**src/hnlc_pkg.sv**
```systemverilog
package hnlc_pkg;
    // ****************************************
    // leader field positions (bit 1 sent first)
    // ****************************************
    localparam int LEADER_BITS = 96;
    localparam int BIT_FMT_HI = 5;
    localparam int BIT_TYPE_HI = 25;
    localparam int BIT_PRIO = 33;
    localparam int BIT_UNAS_HI = 34;
    localparam int BIT_SIZE_HI = 38;
    localparam int BIT_HOST_HI = 41;
    localparam int BIT_NODE_HI = 49;
    localparam int BIT_MSGID_HI = 65;
    localparam int BIT_SUB_HI = 77;
    localparam int BIT_LEN_HI = 81;
    localparam logic [3:0] NEW_FORMAT = 4'hf;
    localparam int PACKET_BITS = 1008;
    localparam logic [2:0] DEFAULT_SIZE_CODE = 3'h7;
    localparam logic [7:0] PSEUDO_HOST_MIN = 8'hfc;
    localparam logic [11:0] MSGID_UNKNOWN = 12'hffe;
    localparam int SHORT_BITS = 32;
    // ****************************************
    // message types
    // ****************************************
    localparam logic [7:0] T_REGULAR = 8'h00;
    localparam logic [7:0] T_ERR_LEADER = 8'h01;
    localparam logic [7:0] T_GOING_DOWN = 8'h02;
    localparam logic [7:0] T_NOP = 8'h04;
    localparam logic [7:0] T_ACK = 8'h05;
    localparam logic [7:0] T_DEAD_STATUS = 8'h06;
    localparam logic [7:0] T_DEST_DEAD = 8'h07;
    localparam logic [7:0] T_ERR_DATA = 8'h08;
    localparam logic [7:0] T_INCOMPLETE = 8'h09;
    localparam logic [7:0] T_IF_RESET = 8'h0a;
    localparam logic [7:0] T_REFUSED = 8'h0b;
    // ****************************************
    // apb register map
    // ****************************************
    localparam logic [7:0] A_CTRL = 8'h00;
    localparam logic [7:0] A_LOCAL = 8'h04;
    localparam logic [7:0] A_RX_W0 = 8'h08;
    localparam logic [7:0] A_RX_W1 = 8'h0c;
    localparam logic [7:0] A_RX_W2 = 8'h10;
    localparam logic [7:0] A_TX_W0 = 8'h14;
    localparam logic [7:0] A_TX_W1 = 8'h18;
    localparam logic [7:0] A_TX_W2 = 8'h1c;
    localparam logic [7:0] A_EVENT = 8'h20;
    localparam logic [7:0] A_STATUS = 8'h24;
    localparam logic [7:0] A_CMD = 8'h28;
    // ****************************************
    // timing
    // ****************************************
    localparam int CLK_MHZ = 100;
    localparam int XMIT_LIMIT_SEC = 15;
    localparam longint XMIT_LIMIT_CYC = longint'(XMIT_LIMIT_SEC) * CLK_MHZ * 1000000;
    typedef enum logic [1:0] {
        HNLC_IDLE = 2'b00,
        HNLC_LEADER = 2'b01,
        HNLC_BODY = 2'b10,
        HNLC_DROP = 2'b11
    } hnlc_rx_t;
endpackage
```
**src/hnlc_codec.sv**
```systemverilog
`timescale 1ns/100ps
module hnlc_codec
    import hnlc_pkg::*;
#(
    parameter longint XMIT_LIMIT = XMIT_LIMIT_CYC
) (
    input wire logic clk,
    input wire logic rstn,
    input wire logic psel,
    input wire logic penable,
    input wire logic pwrite,
    input wire logic [7:0] paddr,
    input wire logic [31:0] pwdata,
    output logic [31:0] prdata,
    output logic pready,
    output logic pslverr,
    input wire logic rx_valid,
    input wire logic rx_bit,
    input wire logic rx_last,
    input wire logic rx_host_error,
    output logic tx_valid,
    output logic tx_bit,
    output logic tx_last,
    input wire logic tx_ready,
    output logic node_ready,
    output logic node_error
);
    // ****************************************
    // registers
    // ****************************************
    logic [95:0] rx_sr_reg;
    logic [95:0] rx_leader_reg;
    logic [95:0] tx_leader_reg;
    logic [95:0] tx_sr_reg;
    logic [6:0] rx_cnt_reg;
    logic [6:0] tx_cnt_reg;
    logic [15:0] body_cnt_reg;
    logic [39:0] timer_reg;
    logic [7:0] local_host_reg;
    logic [15:0] local_node_reg;
    logic [7:0] event_reg;
    logic [7:0] event_next;
    logic error_reg;
    logic ready_reg;
    logic tx_busy_reg;
    logic dead_pending_reg;
    logic [95:0] dead_leader_reg;
    logic [3:0] dead_sub_reg;
    hnlc_rx_t rx_state_reg;
    logic [95:0] auto_leader;
    logic auto_go;
    logic wr;
    logic rd;
    logic [95:0] rx_full;
    logic [7:0] lt;
    logic [3:0] lsub;
    logic too_many;
    logic lead_err_reg;
    logic reset_pending_reg;
    logic [95:0] end_leader;

    assign wr = psel && penable && pwrite;
    assign rd = psel && penable && !pwrite;
    assign pready = 1'b1;
    assign node_ready = ready_reg;
    assign node_error = error_reg;
    assign rx_full = {rx_sr_reg[94:0], rx_bit};

    // field view of a leader; index 95 holds bit 1
    function automatic logic [95:0] put(input logic [95:0] l, input int hi, input int w,
                                        input logic [15:0] v);
        logic [95:0] r;
        r = l;
        for (int i = 0; i < w; i++) begin
            r[96 - hi - i] = v[w - 1 - i];
        end
        return r;
    endfunction

    function automatic logic [15:0] get(input logic [95:0] l, input int hi, input int w);
        logic [15:0] r;
        r = '0;
        for (int i = 0; i < w; i++) begin
            r[w - 1 - i] = l[96 - hi - i];
        end
        return r;
    endfunction

    function automatic logic [95:0] reply(input logic [95:0] src, input logic [7:0] t,
                                          input logic [3:0] s);
        logic [95:0] r;
        r = '0;
        r = put(r, BIT_FMT_HI, 4, 16'(NEW_FORMAT));
        r = put(r, BIT_TYPE_HI, 8, 16'(t));
        r = put(r, BIT_PRIO, 8, get(src, BIT_PRIO, 8));
        r = put(r, BIT_HOST_HI, 8, get(src, BIT_HOST_HI, 8));
        r = put(r, BIT_NODE_HI, 16, get(src, BIT_NODE_HI, 16));
        r = put(r, BIT_MSGID_HI, 12, get(src, BIT_MSGID_HI, 12));
        r = put(r, BIT_SUB_HI, 4, 16'(s));
        return r;
    endfunction

    // a leader-only message ends before the leader register is loaded
    assign end_leader = (rx_state_reg == HNLC_BODY) ? rx_leader_reg : rx_full;
    assign lt = 8'(get(end_leader, BIT_TYPE_HI, 8));
    assign lsub = 4'(get(rx_leader_reg, BIT_SUB_HI, 4));
    assign too_many = body_cnt_reg >= 16'(PACKET_BITS * (DEFAULT_SIZE_CODE + 1));

    // ****************************************
    // receive state machine
    // ****************************************
    always_ff @(posedge clk or negedge rstn) begin
        if (!rstn) begin
            rx_state_reg <= HNLC_IDLE;
            rx_sr_reg <= '0;
            rx_cnt_reg <= '0;
            body_cnt_reg <= '0;
            timer_reg <= '0;
            rx_leader_reg <= '0;
            lead_err_reg <= 1'b0;
        end else begin
            case (rx_state_reg)
                HNLC_IDLE, HNLC_LEADER: begin
                    if (rx_valid) begin
                        rx_sr_reg <= rx_full;
                        rx_cnt_reg <= rx_cnt_reg + 7'h01;
                        rx_state_reg <= HNLC_LEADER;
                        if (rx_cnt_reg == 7'(LEADER_BITS - 1)) begin
                            rx_leader_reg <= rx_full;
                            rx_cnt_reg <= '0;
                            body_cnt_reg <= '0;
                            timer_reg <= '0;
                            lead_err_reg <= error_reg;
                            rx_state_reg <= rx_last ? HNLC_IDLE : HNLC_BODY;
                        end else if (rx_last) begin
                            rx_cnt_reg <= '0;
                            rx_state_reg <= HNLC_IDLE;
                        end
                    end
                end
                HNLC_BODY: begin
                    timer_reg <= timer_reg + 40'h1;
                    if (rx_valid) begin
                        body_cnt_reg <= body_cnt_reg + 16'h1;
                    end
                    if (rx_valid && rx_last) begin
                        rx_state_reg <= HNLC_IDLE;
                        body_cnt_reg <= '0;
                        timer_reg <= '0;
                    end
                end
                default: begin
                    if (rx_valid && rx_last) begin
                        rx_state_reg <= HNLC_IDLE;
                    end
                end
            endcase
        end
    end

    // ****************************************
    // error flag and ready line
    // ****************************************
    always_ff @(posedge clk or negedge rstn) begin
        if (!rstn) begin
            error_reg <= 1'b0;
            ready_reg <= 1'b0;
        end else begin
            if (rx_valid && rx_last && rx_state_reg != HNLC_DROP) begin
                error_reg <= 1'b0;
            end
            if (wr && paddr == A_CTRL) begin
                ready_reg <= pwdata[0];
                if (ready_reg && !pwdata[0]) begin
                    error_reg <= 1'b1;
                end
            end
            if (rx_host_error) begin
                error_reg <= 1'b1;
            end
        end
    end

    // ****************************************
    // automatic replies from received messages
    // ****************************************
    always_comb begin
        auto_go = 1'b0;
        auto_leader = '0;
        event_next = 8'h00;
        if (rx_valid && rx_last && rx_state_reg != HNLC_BODY &&
                rx_cnt_reg != 7'(LEADER_BITS - 1)) begin
            auto_go = 1'b1;
            if (error_reg) begin
                auto_leader = reply('0, T_ERR_LEADER, 4'h0);
            end else if (rx_cnt_reg < 7'(SHORT_BITS - 1)) begin
                auto_leader = reply('0, T_ERR_LEADER, 4'h1);
            end else begin
                auto_leader = reply('0, T_ERR_LEADER, 4'h0);
            end
            event_next[0] = 1'b1;
        end else if (rx_valid && rx_last) begin
            event_next[1] = 1'b1;
            if (lt != T_REGULAR && lt != T_ERR_LEADER && lt != T_GOING_DOWN &&
                    lt != T_NOP && lt != T_ERR_DATA) begin
                auto_go = 1'b1;
                auto_leader = reply(end_leader, T_ERR_LEADER, 4'h2);
            end else if (rx_state_reg == HNLC_BODY ? lead_err_reg : error_reg) begin
                // flag raised during the leader: leader counts as garbled
                auto_go = 1'b1;
                auto_leader = reply('0, T_ERR_LEADER, 4'h0);
            end else if (error_reg) begin
                auto_go = 1'b1;
                auto_leader = reply(rx_leader_reg, T_ERR_DATA, lsub);
            end else if (lt == T_REGULAR && timer_reg > 40'(XMIT_LIMIT)) begin
                auto_go = 1'b1;
                auto_leader = reply(rx_leader_reg, T_INCOMPLETE, 4'h2);
            end else if (lt == T_REGULAR && too_many) begin
                // size field ignored, eight packets applied
                auto_go = 1'b1;
                auto_leader = reply(rx_leader_reg, T_INCOMPLETE, 4'h1);
            end
        end
        if (rx_host_error) begin
            event_next[2] = 1'b1;
        end
    end

    // ****************************************
    // transmit: software or automatic leader
    // ****************************************
    always_ff @(posedge clk or negedge rstn) begin
        if (!rstn) begin
            tx_busy_reg <= 1'b0;
            tx_sr_reg <= '0;
            tx_cnt_reg <= '0;
            tx_leader_reg <= '0;
            dead_pending_reg <= 1'b0;
            dead_leader_reg <= '0;
            dead_sub_reg <= '0;
            reset_pending_reg <= 1'b0;
            local_host_reg <= '0;
            local_node_reg <= '0;
        end else begin
            if (wr && paddr == A_LOCAL) begin
                local_host_reg <= pwdata[23:16];
                local_node_reg <= pwdata[15:0];
            end
            if (wr && paddr == A_TX_W0) begin
                tx_leader_reg[95:64] <= pwdata;
            end
            if (wr && paddr == A_TX_W1) begin
                tx_leader_reg[63:32] <= pwdata;
            end
            if (wr && paddr == A_TX_W2) begin
                tx_leader_reg[31:0] <= pwdata;
            end
            if (tx_busy_reg && tx_ready) begin
                tx_sr_reg <= {tx_sr_reg[94:0], 1'b0};
                tx_cnt_reg <= tx_cnt_reg + 7'h01;
                if (tx_cnt_reg == 7'(LEADER_BITS - 1)) begin
                    tx_busy_reg <= 1'b0;
                    tx_cnt_reg <= '0;
                end
            end
            if (!ready_reg && tx_busy_reg) begin
                tx_busy_reg <= 1'b0;
                tx_cnt_reg <= '0;
            end
            if (!tx_busy_reg && ready_reg) begin
                if (reset_pending_reg) begin
                    tx_sr_reg <= reply('0, T_IF_RESET, 4'h0);
                    reset_pending_reg <= 1'b0;
                    tx_busy_reg <= 1'b1;
                end else if (auto_go) begin
                    tx_sr_reg <= auto_leader;
                    tx_busy_reg <= 1'b1;
                end else if (dead_pending_reg) begin
                    tx_sr_reg <= put(reply(dead_leader_reg, T_DEAD_STATUS, dead_sub_reg),
                                     BIT_PRIO, 1, 16'h0);
                    dead_pending_reg <= 1'b0;
                    tx_busy_reg <= 1'b1;
                end else if (wr && paddr == A_CMD) begin
                    tx_busy_reg <= 1'b1;
                    case (pwdata[3:0])
                        4'h0: tx_sr_reg <= tx_leader_reg;
                        4'h1: tx_sr_reg <= put(put(reply('0, T_NOP, 4'h0), BIT_HOST_HI, 8,
                                               16'(local_host_reg)), BIT_NODE_HI, 16,
                                               local_node_reg);
                        4'h2: tx_sr_reg <= reply(rx_leader_reg, T_ACK,
                                                 {3'h0, lsub == 4'h1});
                        4'h3: tx_sr_reg <= reply(rx_leader_reg, T_REFUSED, pwdata[7:4]);
                        default: tx_sr_reg <= reply(rx_leader_reg, T_DEST_DEAD,
                                                    pwdata[7:4]);
                    endcase
                    if (pwdata[3:0] == 4'h4) begin
                        dead_pending_reg <= 1'b1;
                        dead_leader_reg <= (pwdata[11:8] != 4'h0 && pwdata[11:8] <= 4'h4 ||
                                            pwdata[11:8] == 4'hf) ?
                                           put(rx_leader_reg, BIT_MSGID_HI, 12,
                                               16'(MSGID_UNKNOWN)) : rx_leader_reg;
                        dead_sub_reg <= pwdata[11:8];
                    end
                end
            end
            // type 10 waits until the ready line is back up
            if (wr && paddr == A_CTRL && ready_reg && !pwdata[0]) begin
                reset_pending_reg <= 1'b1;
            end
        end
    end

    assign tx_valid = tx_busy_reg;
    assign tx_bit = tx_sr_reg[95];
    assign tx_last = tx_busy_reg && tx_cnt_reg == 7'(LEADER_BITS - 1);

    // ****************************************
    // event flags, set wins over clear
    // ****************************************
    always_ff @(posedge clk or negedge rstn) begin
        if (!rstn) begin
            event_reg <= '0;
        end else begin
            event_reg <= ((wr && paddr == A_EVENT) ? (event_reg & ~pwdata[7:0]) : event_reg)
                         | event_next;
        end
    end

    // ****************************************
    // apb read path and status
    // ****************************************
    always_comb begin
        prdata = 32'h0;
        pslverr = 1'b0;
        if (paddr == A_CTRL) begin
            prdata = {31'h0, ready_reg};
        end else if (paddr == A_LOCAL) begin
            prdata = {8'h0, local_host_reg, local_node_reg};
        end else if (paddr == A_RX_W0) begin
            prdata = rx_leader_reg[95:64];
        end else if (paddr == A_RX_W1) begin
            prdata = rx_leader_reg[63:32];
        end else if (paddr == A_RX_W2) begin
            prdata = rx_leader_reg[31:0];
        end else if (paddr == A_TX_W0) begin
            prdata = tx_leader_reg[95:64];
        end else if (paddr == A_TX_W1) begin
            prdata = tx_leader_reg[63:32];
        end else if (paddr == A_TX_W2) begin
            prdata = tx_leader_reg[31:0];
        end else if (paddr == A_EVENT) begin
            prdata = {24'h0, event_reg};
        end else if (paddr == A_STATUS) begin
            // priority, size code applied, pseudo-host, get-ready multi-packet
            prdata = {17'h0, lsub == 4'h2 && (get(rx_leader_reg, BIT_LEN_HI, 16) == 16'h0 ||
                      get(rx_leader_reg, BIT_LEN_HI, 16) > 16'(PACKET_BITS)),
                      8'(get(rx_leader_reg, BIT_HOST_HI, 8)) >= PSEUDO_HOST_MIN,
                      DEFAULT_SIZE_CODE, rx_leader_reg[95 - BIT_PRIO + 1],
                      dead_pending_reg, tx_busy_reg, error_reg, 1'b0,
                      2'(rx_state_reg), 3'h0};
        end else if (paddr == A_CMD) begin
            prdata = 32'h0;
        end else begin
            pslverr = psel && penable;
        end
    end
endmodule

```
**config.mk**
```make
export PLATFORM = sky130hd
export DESIGN_NAME = hnlc_codec
export DESIGN_NICKNAME = d
export VERILOG_FILES = /design/src/hnlc_pkg.sv /design/src/hnlc_codec.sv
export SDC_FILE = /design/constraint.sdc
export NUM_CORES = 1
export LEC_CHECK = 0
export ABC_AREA = 0
export BUFFER_PORTS_ARGS = -buffer_cell sky130_fd_sc_hd__buf_4
export CORE_AREA = 2 2 248 250
export DETAILED_ROUTE_END_ITERATION = 12
export DIE_AREA = 0 0 250 252
export MAX_ROUTING_LAYER = met4
export PLACE_DENSITY = 0.64
export SLEW_MARGIN = 10
export SYNTH_ARGS = -nofsm -noshare
export SYNTH_HDL_FRONTEND = slang
export SYNTH_SLANG_ARGS = --single-unit
```
**constraint.sdc**
```tcl
create_clock -name clk -period 4.01 [get_ports clk]
set_input_delay 0.6015 -clock clk [delete_from_list [all_inputs] [get_ports clk]]
set_output_delay 0.6015 -clock clk [all_outputs]
set_load 0.01 [all_outputs]
```
Word level (Yosys, flattened, before mapping):

Index checks and enable logic that the tools add are counted.
W data, S select, Z words.

* flip-flop bits (word level): 560
* latch bits: 0
* RAM bits: 0
* ROM bits: 0
* input port bits: 50
* output and inout bits: 39
* memories: 0

* add/subtract/negate cells: 4
* multipliers: 0
* divide/modulo/power cells: 0
* $lt $le $gt $ge: 6
* eq/ne operators: 31
* shift operators: 0
* multiplexer cells: 89
* bitwise operators: 6
* reductions and logical operators: 52

Operator list (count)
* $mux W96: 8
* $mux W92: 6
* $pmux W96 S4: 1
* $mux W32: 9
* $mux W40: 3
* $pmux W40 S2: 1
* $mux W72: 1
* $mux W16: 4
* $mux W1: 41
* $add A40 B1 Y40 const B: 1
* $gt A40 B31 Y1 const B: 1
* $mux W7: 5
* $eq A8 B5 Y1 const B: 4
* $pmux W16 S2: 1
* $mux W15: 2
* $logic_and A1 B1 Y1: 28
* $eq A8 B6 Y1 const B: 3
* $mux W17: 1
* $add A16 B1 Y16 const B: 1
* $eq A8 B4 Y1 const B: 2
* $ge A16 B13 Y1 const B: 1
* $gt A16 B10 Y1 const B: 1
* $logic_not A16 Y1: 1
* $logic_not A8 Y1: 2
* other kinds (37): 60

Logic depth before layout (Yosys ltp):

* word-level depth: 14
* mapped depth: 11
* gate-level depth less buffers: 9

Least setup slack after synthesis:

Ideal clock, no wire load.

* path type: input -> output
* from: in paddr[5]
* to: out prdata[6]
* arrival: 2.503 ns
* data required time: 3.408 ns
* setup slack: 0.906 ns
* cell stages on the path: 7
* buffers on the path: 3
* path through: nor4b_1 > and2_0 > clkbuf_1 > clkbuf_1 > clkbuf_1 > a21oi_1 > a221oi_1

* longest elaborated chain between the ends: 11
* elaborated cells between the ends (all ways): 20

Ends and longest elaborated chain
* start: declaration: RTL line hnlc_codec.sv:12 `input wire logic [7:0] paddr,`
* $eq A8 B6 Y1: RTL line hnlc_codec.sv:353 `end else if (paddr == A_STATUS) begin`
* $mux W15: RTL line hnlc_codec.sv:353
* $mux W15: RTL line hnlc_codec.sv:351 `end else if (paddr == A_EVENT) begin`
* $mux W32: RTL line hnlc_codec.sv:349 `end else if (paddr == A_TX_W2) begin`
* $mux W32: RTL line hnlc_codec.sv:347 `end else if (paddr == A_TX_W1) begin`
* $mux W32: RTL line hnlc_codec.sv:345 `end else if (paddr == A_TX_W0) begin`
* $mux W32: RTL line hnlc_codec.sv:343 `end else if (paddr == A_RX_W2) begin`
* $mux W32: RTL line hnlc_codec.sv:341 `end else if (paddr == A_RX_W1) begin`
* $mux W32: RTL line hnlc_codec.sv:339 `end else if (paddr == A_RX_W0) begin`
* $mux W32: RTL line hnlc_codec.sv:337 `end else if (paddr == A_LOCAL) begin`
* $mux W32 *: RTL line hnlc_codec.sv:335 `if (paddr == A_CTRL) begin`
* end: declaration: RTL line hnlc_codec.sv:14 `output logic [31:0] prdata,`

Every way passes the cells marked *; elsewhere a longest branch is shown, timed or not.

Worst setup path after layout:

* from: reg rx_state_reg[1]
* to: reg tx_sr_reg[0]

* longest elaborated chain between the ends: 14
* elaborated cells between the ends (all ways): 34

Ends and longest elaborated chain
* start: declaration: RTL line hnlc_codec.sv:49 `hnlc_rx_t rx_state_reg;`
* start signal: assignment: RTL line hnlc_codec.sv:134 `rx_state_reg <= rx_last ? HNLC_IDLE : HNLC_BODY;`
* $eq A2 B2 Y1: RTL line hnlc_codec.sv:104, hnlc_codec.sv:208
* $mux W72: RTL line hnlc_codec.sv:104 `assign end_leader = (rx_state_reg == HNLC_BODY) ? rx_leader_reg : rx_full;`
* $logic_not A8 Y1: RTL line hnlc_codec.sv:215, hnlc_codec.sv:218
* $logic_and A1 B1 Y1: RTL line hnlc_codec.sv:218 `end else if (lt == T_REGULAR && too_many) begin`
* $mux W1: RTL line hnlc_codec.sv:218
* $mux W1: RTL line hnlc_codec.sv:215 `end else if (lt == T_REGULAR && timer_reg > 40'(XMIT_LIMIT)) begin`
* $mux W1: RTL line hnlc_codec.sv:212 `end else if (error_reg) begin`
* $mux W1: RTL line hnlc_codec.sv:208 `end else if (rx_state_reg == HNLC_BODY ? lead_err_reg : error_reg) begin`
* $mux W1: RTL line hnlc_codec.sv:204 `if (lt != T_REGULAR && lt != T_ERR_LEADER && lt != T_GOING_DOWN &&`
* $mux W1: RTL line hnlc_codec.sv:202 `end else if (rx_valid && rx_last) begin`
* $mux W1: RTL line hnlc_codec.sv:191 `if (rx_valid && rx_last && rx_state_reg != HNLC_BODY &&`
* $mux W96 *: RTL line hnlc_codec.sv:275 `end else if (auto_go) begin`
* $mux W96 *: RTL line hnlc_codec.sv:271 `if (reset_pending_reg) begin`
* $mux W96 *: RTL line hnlc_codec.sv:270 `if (!tx_busy_reg && ready_reg) begin`
* end signal: assignment: RTL line hnlc_codec.sv:272 `tx_sr_reg <= reply('0, T_IF_RESET, 4'h0);`
* end signal: assignment: RTL line hnlc_codec.sv:276 `tx_sr_reg <= auto_leader;`
* end signal: assignment: RTL line hnlc_codec.sv:279 `tx_sr_reg <= put(reply(dead_leader_reg, T_DEAD_STATUS, dead_sub_reg),`
* end: declaration: RTL line hnlc_codec.sv:34 `logic [95:0] tx_sr_reg;`

Marked as above.
A chain may end at the register's enable or synchronous reset.

==> impl_metrics.ini <==
[status]
status = complete, no violations

[synth]
synth_mux_area_share_pct = 15.4
synthFlopType = dfrtp_1
synth_compound_area_share_pct = 15.3
netlist.area_leader.share_pct = 50.2
synth-seq-cells = 540
synth_top_family_by_area = simple AND/OR/NAND/NOR gates
synth_cell_types = 75
syn_nets = 2791
syn_area_um2 = 26900
syn_avg_cell_area_um2 = 9.84
synth_top_area_cell = dfrtp_1
synth-edff-count = 0
synthCells = 2735
synth-adder-area-share_pct = 0.279
async_flop_share_pct = 100
yosysWarnings = 0
ys_seq_area_share_pct = 50.2
ys_top_cells_by_area = dfrtp_1, mux2_2, nand2_1, mux2i_1, o21ai_0
synthXorXnorAreaFrac_pct = 0.0651
yosys.area_share.simple_pct = 15.4

[routing]
vias = 22100
wl_met2_um = 37100
vias_per_cell = 6.15
drt_iter0_drc = 2471
antenna_left = 0
wl_met3_um = 7020
wirelength_met1_um = 38300
route.top_layer_used = met4
wl_um = 84800
dr.pass1.iters = 7
drc_errors = 0
avgRoutedWirePerCell_um = 23.7

[layout]
most-common-layout-cells = nand2_1, dfrtp_1, mux2_2
final_common_cell = nand2_1
multi_input_area_um2 = 12600
layout-drive-gt1-share_pct = 19.3
area_growth_pct = 14.3
finalNetCount = 2810
fillers = 5418
register_area_um2 = 13500
final_cells = 3586
utilization_pct = 51.2

[clock_network]
numCtsBuffers = 59
cts.sinks = 540
postCtsSetupRepairBufs = 0
cts_resized = 0
clock_path_buffers = 3
cts_max_level = 2
cts_tree = built
cts_hold_buf = 0
cts-root-buf = clkbuf_16
clk_latency_ns = 0.65
cts.clk_slew.worst_paths_ns = 0.06

[timing]
rsz0062_at_grt = false
slew_viol_final = 0
slew_headroom_pct = 21.7
clock_skew_ns = 0.0346
setup_tns_ns = 0
finalCritPeriodShare_pct = 93.0
finalHoldViolations = 0
tightest_slew_ns = 1.17
holdWs_ns = 0.0720
layout_min_cycle_time_ns = 3.73
setup_slack_ns = 0.282
setup_viol = 0
max_freq_mhz = 268

[hold_path]
worstHoldPathType = in2async

[floorplanning]
start_util_pct = 44.7
die_y_um = 252
core_um2 = 60100
row_count = 90
dieArea_um2 = 63000
io-pin-count = 89
fp.dieW_um = 250

[critical_path]
crit_fanout = 44
cp-end-kind = flop
worstPathRequired_ns = 4.57
path_cells = nand2b_1 -> mux2i_1 -> o32ai_2 -> nor2b_1 -> a31oi_2 -> o21ai_4 -> a32o_1
criticalPathCategory = reg2reg
max_stage_delay_ns = 0.97
reg2regPathDepth = 7
worst_path_max_delay_cell = o21ai_4
worstPathArrival_ns = 4.29
start_kind = flop

[placement]
hpwl_um = 56400
place_worst_setup_slack_ns = 0.332
port_buffers = 87
dpl.cell_count = 3475
gp_congestion = 0.965

[pwr]
leakagePower_nw = 14.6
power_density_nw_per_um2 = 423
max-vdd-ir-drop_uv = 348

[global_routing]
grt_use_total_pct = 27.7
grt_max_degree = 112
grt-ovfl-total = 0
grt_first_pass_wirelength_um = 132000
grt_pass1_vias = 21500
antenna_found_initial = 3

[job]
drv_cap = 0
layer usage:
metal | global-route usage, % | up-vias
met5 | - | -
met4 | 8.14 | 0
met3 | 5.11 | 148
met2 | 40.3 | 918
met1 | 39.5 | 11200
li1 | - | 9803
cells by family after synthesis:
logic type / Yosys count
compound gates: 623
xor+xnor: 2
fa+ha+maj: 6
buf+inv: 225
flops: 540
mux: 380
other cells: 1
simple gates: 958
final cells by class:
type / instances / area share [%]
flip-flops and latches: 540 / 43.9
multi-input cells: 1970 / 40.9
clock buffers: 84 / 5.69
repair buffers: 158 / 4.49
well taps: 782 / 3.18
clock inverters: 25 / 1.49
inverters: 25 / 0.305
diodes: 2 / 0.0163
worst max-delay path, delay by kind of cell (launching register included):
kind | cells | cell delay (ns)
AO/OA/AOI/OAI | 4 | 2.03
flip-flops | 1 | 0.61
multiplexers | 1 | 0.30
AND/OR/NAND/NOR | 2 | 0.71
worst paths after layout:
check	from	endpoint	slack (ns)
max in group asynchronous	rstn	tx_sr_reg[47]$_DFF_PN0_	2.88
hold reg to reg	rx_sr_reg[75]$_DFFE_PN0P_	rx_sr_reg[76]$_DFFE_PN0P_	0.49
min in group clk	rx_host_error	event_reg[2]$_DFF_PN0_	0.17
hold / removal	rstn	rx_sr_reg[61]$_DFFE_PN0P_	0.07
setup reg to reg	rx_state_reg[1]$_DFFE_PN0P_	tx_sr_reg[0]$_DFF_PN0_	0.28
setup / recovery	rx_state_reg[1]$_DFFE_PN0P_	tx_sr_reg[0]$_DFF_PN0_	0.28
Yosys cell counts, types with 30 or more instances:
library cell	number
and3_1	30
clkbuf_1	151
a211oi_1	45
a22o_1	48
dfrtp_1	540
nor2_1	109
nand2_1	636
o21ai_0	212
nand3_1	44
mux2_2	255
buf_1	30
a221o_1	49
mux2i_1	117
a21oi_1	108
stage by stage:
| stage | power, mW | instance area (um^2) |
|---|---|---|
| after floorplan | 6.53 | 26900 |
| final | 13.0 | 30800 |
| after CTS | 13.1 | 30800 |
| after global placement | 6.94 | 28500 |
| after detailed placement | 6.98 | 28500 |
| after global routing | 13.5 | 30800 |
report_power, final:
part | switching (mW) | total (mW) | internal, mW
combinational | 0.593 | 1.01 | 0.415
clock | 2.33 | 6.14 | 3.81
sequential | 0.201 | 5.88 | 5.68
total | 3.13 | 13.0 | 9.90
Power figures use the tool's default switching activity.
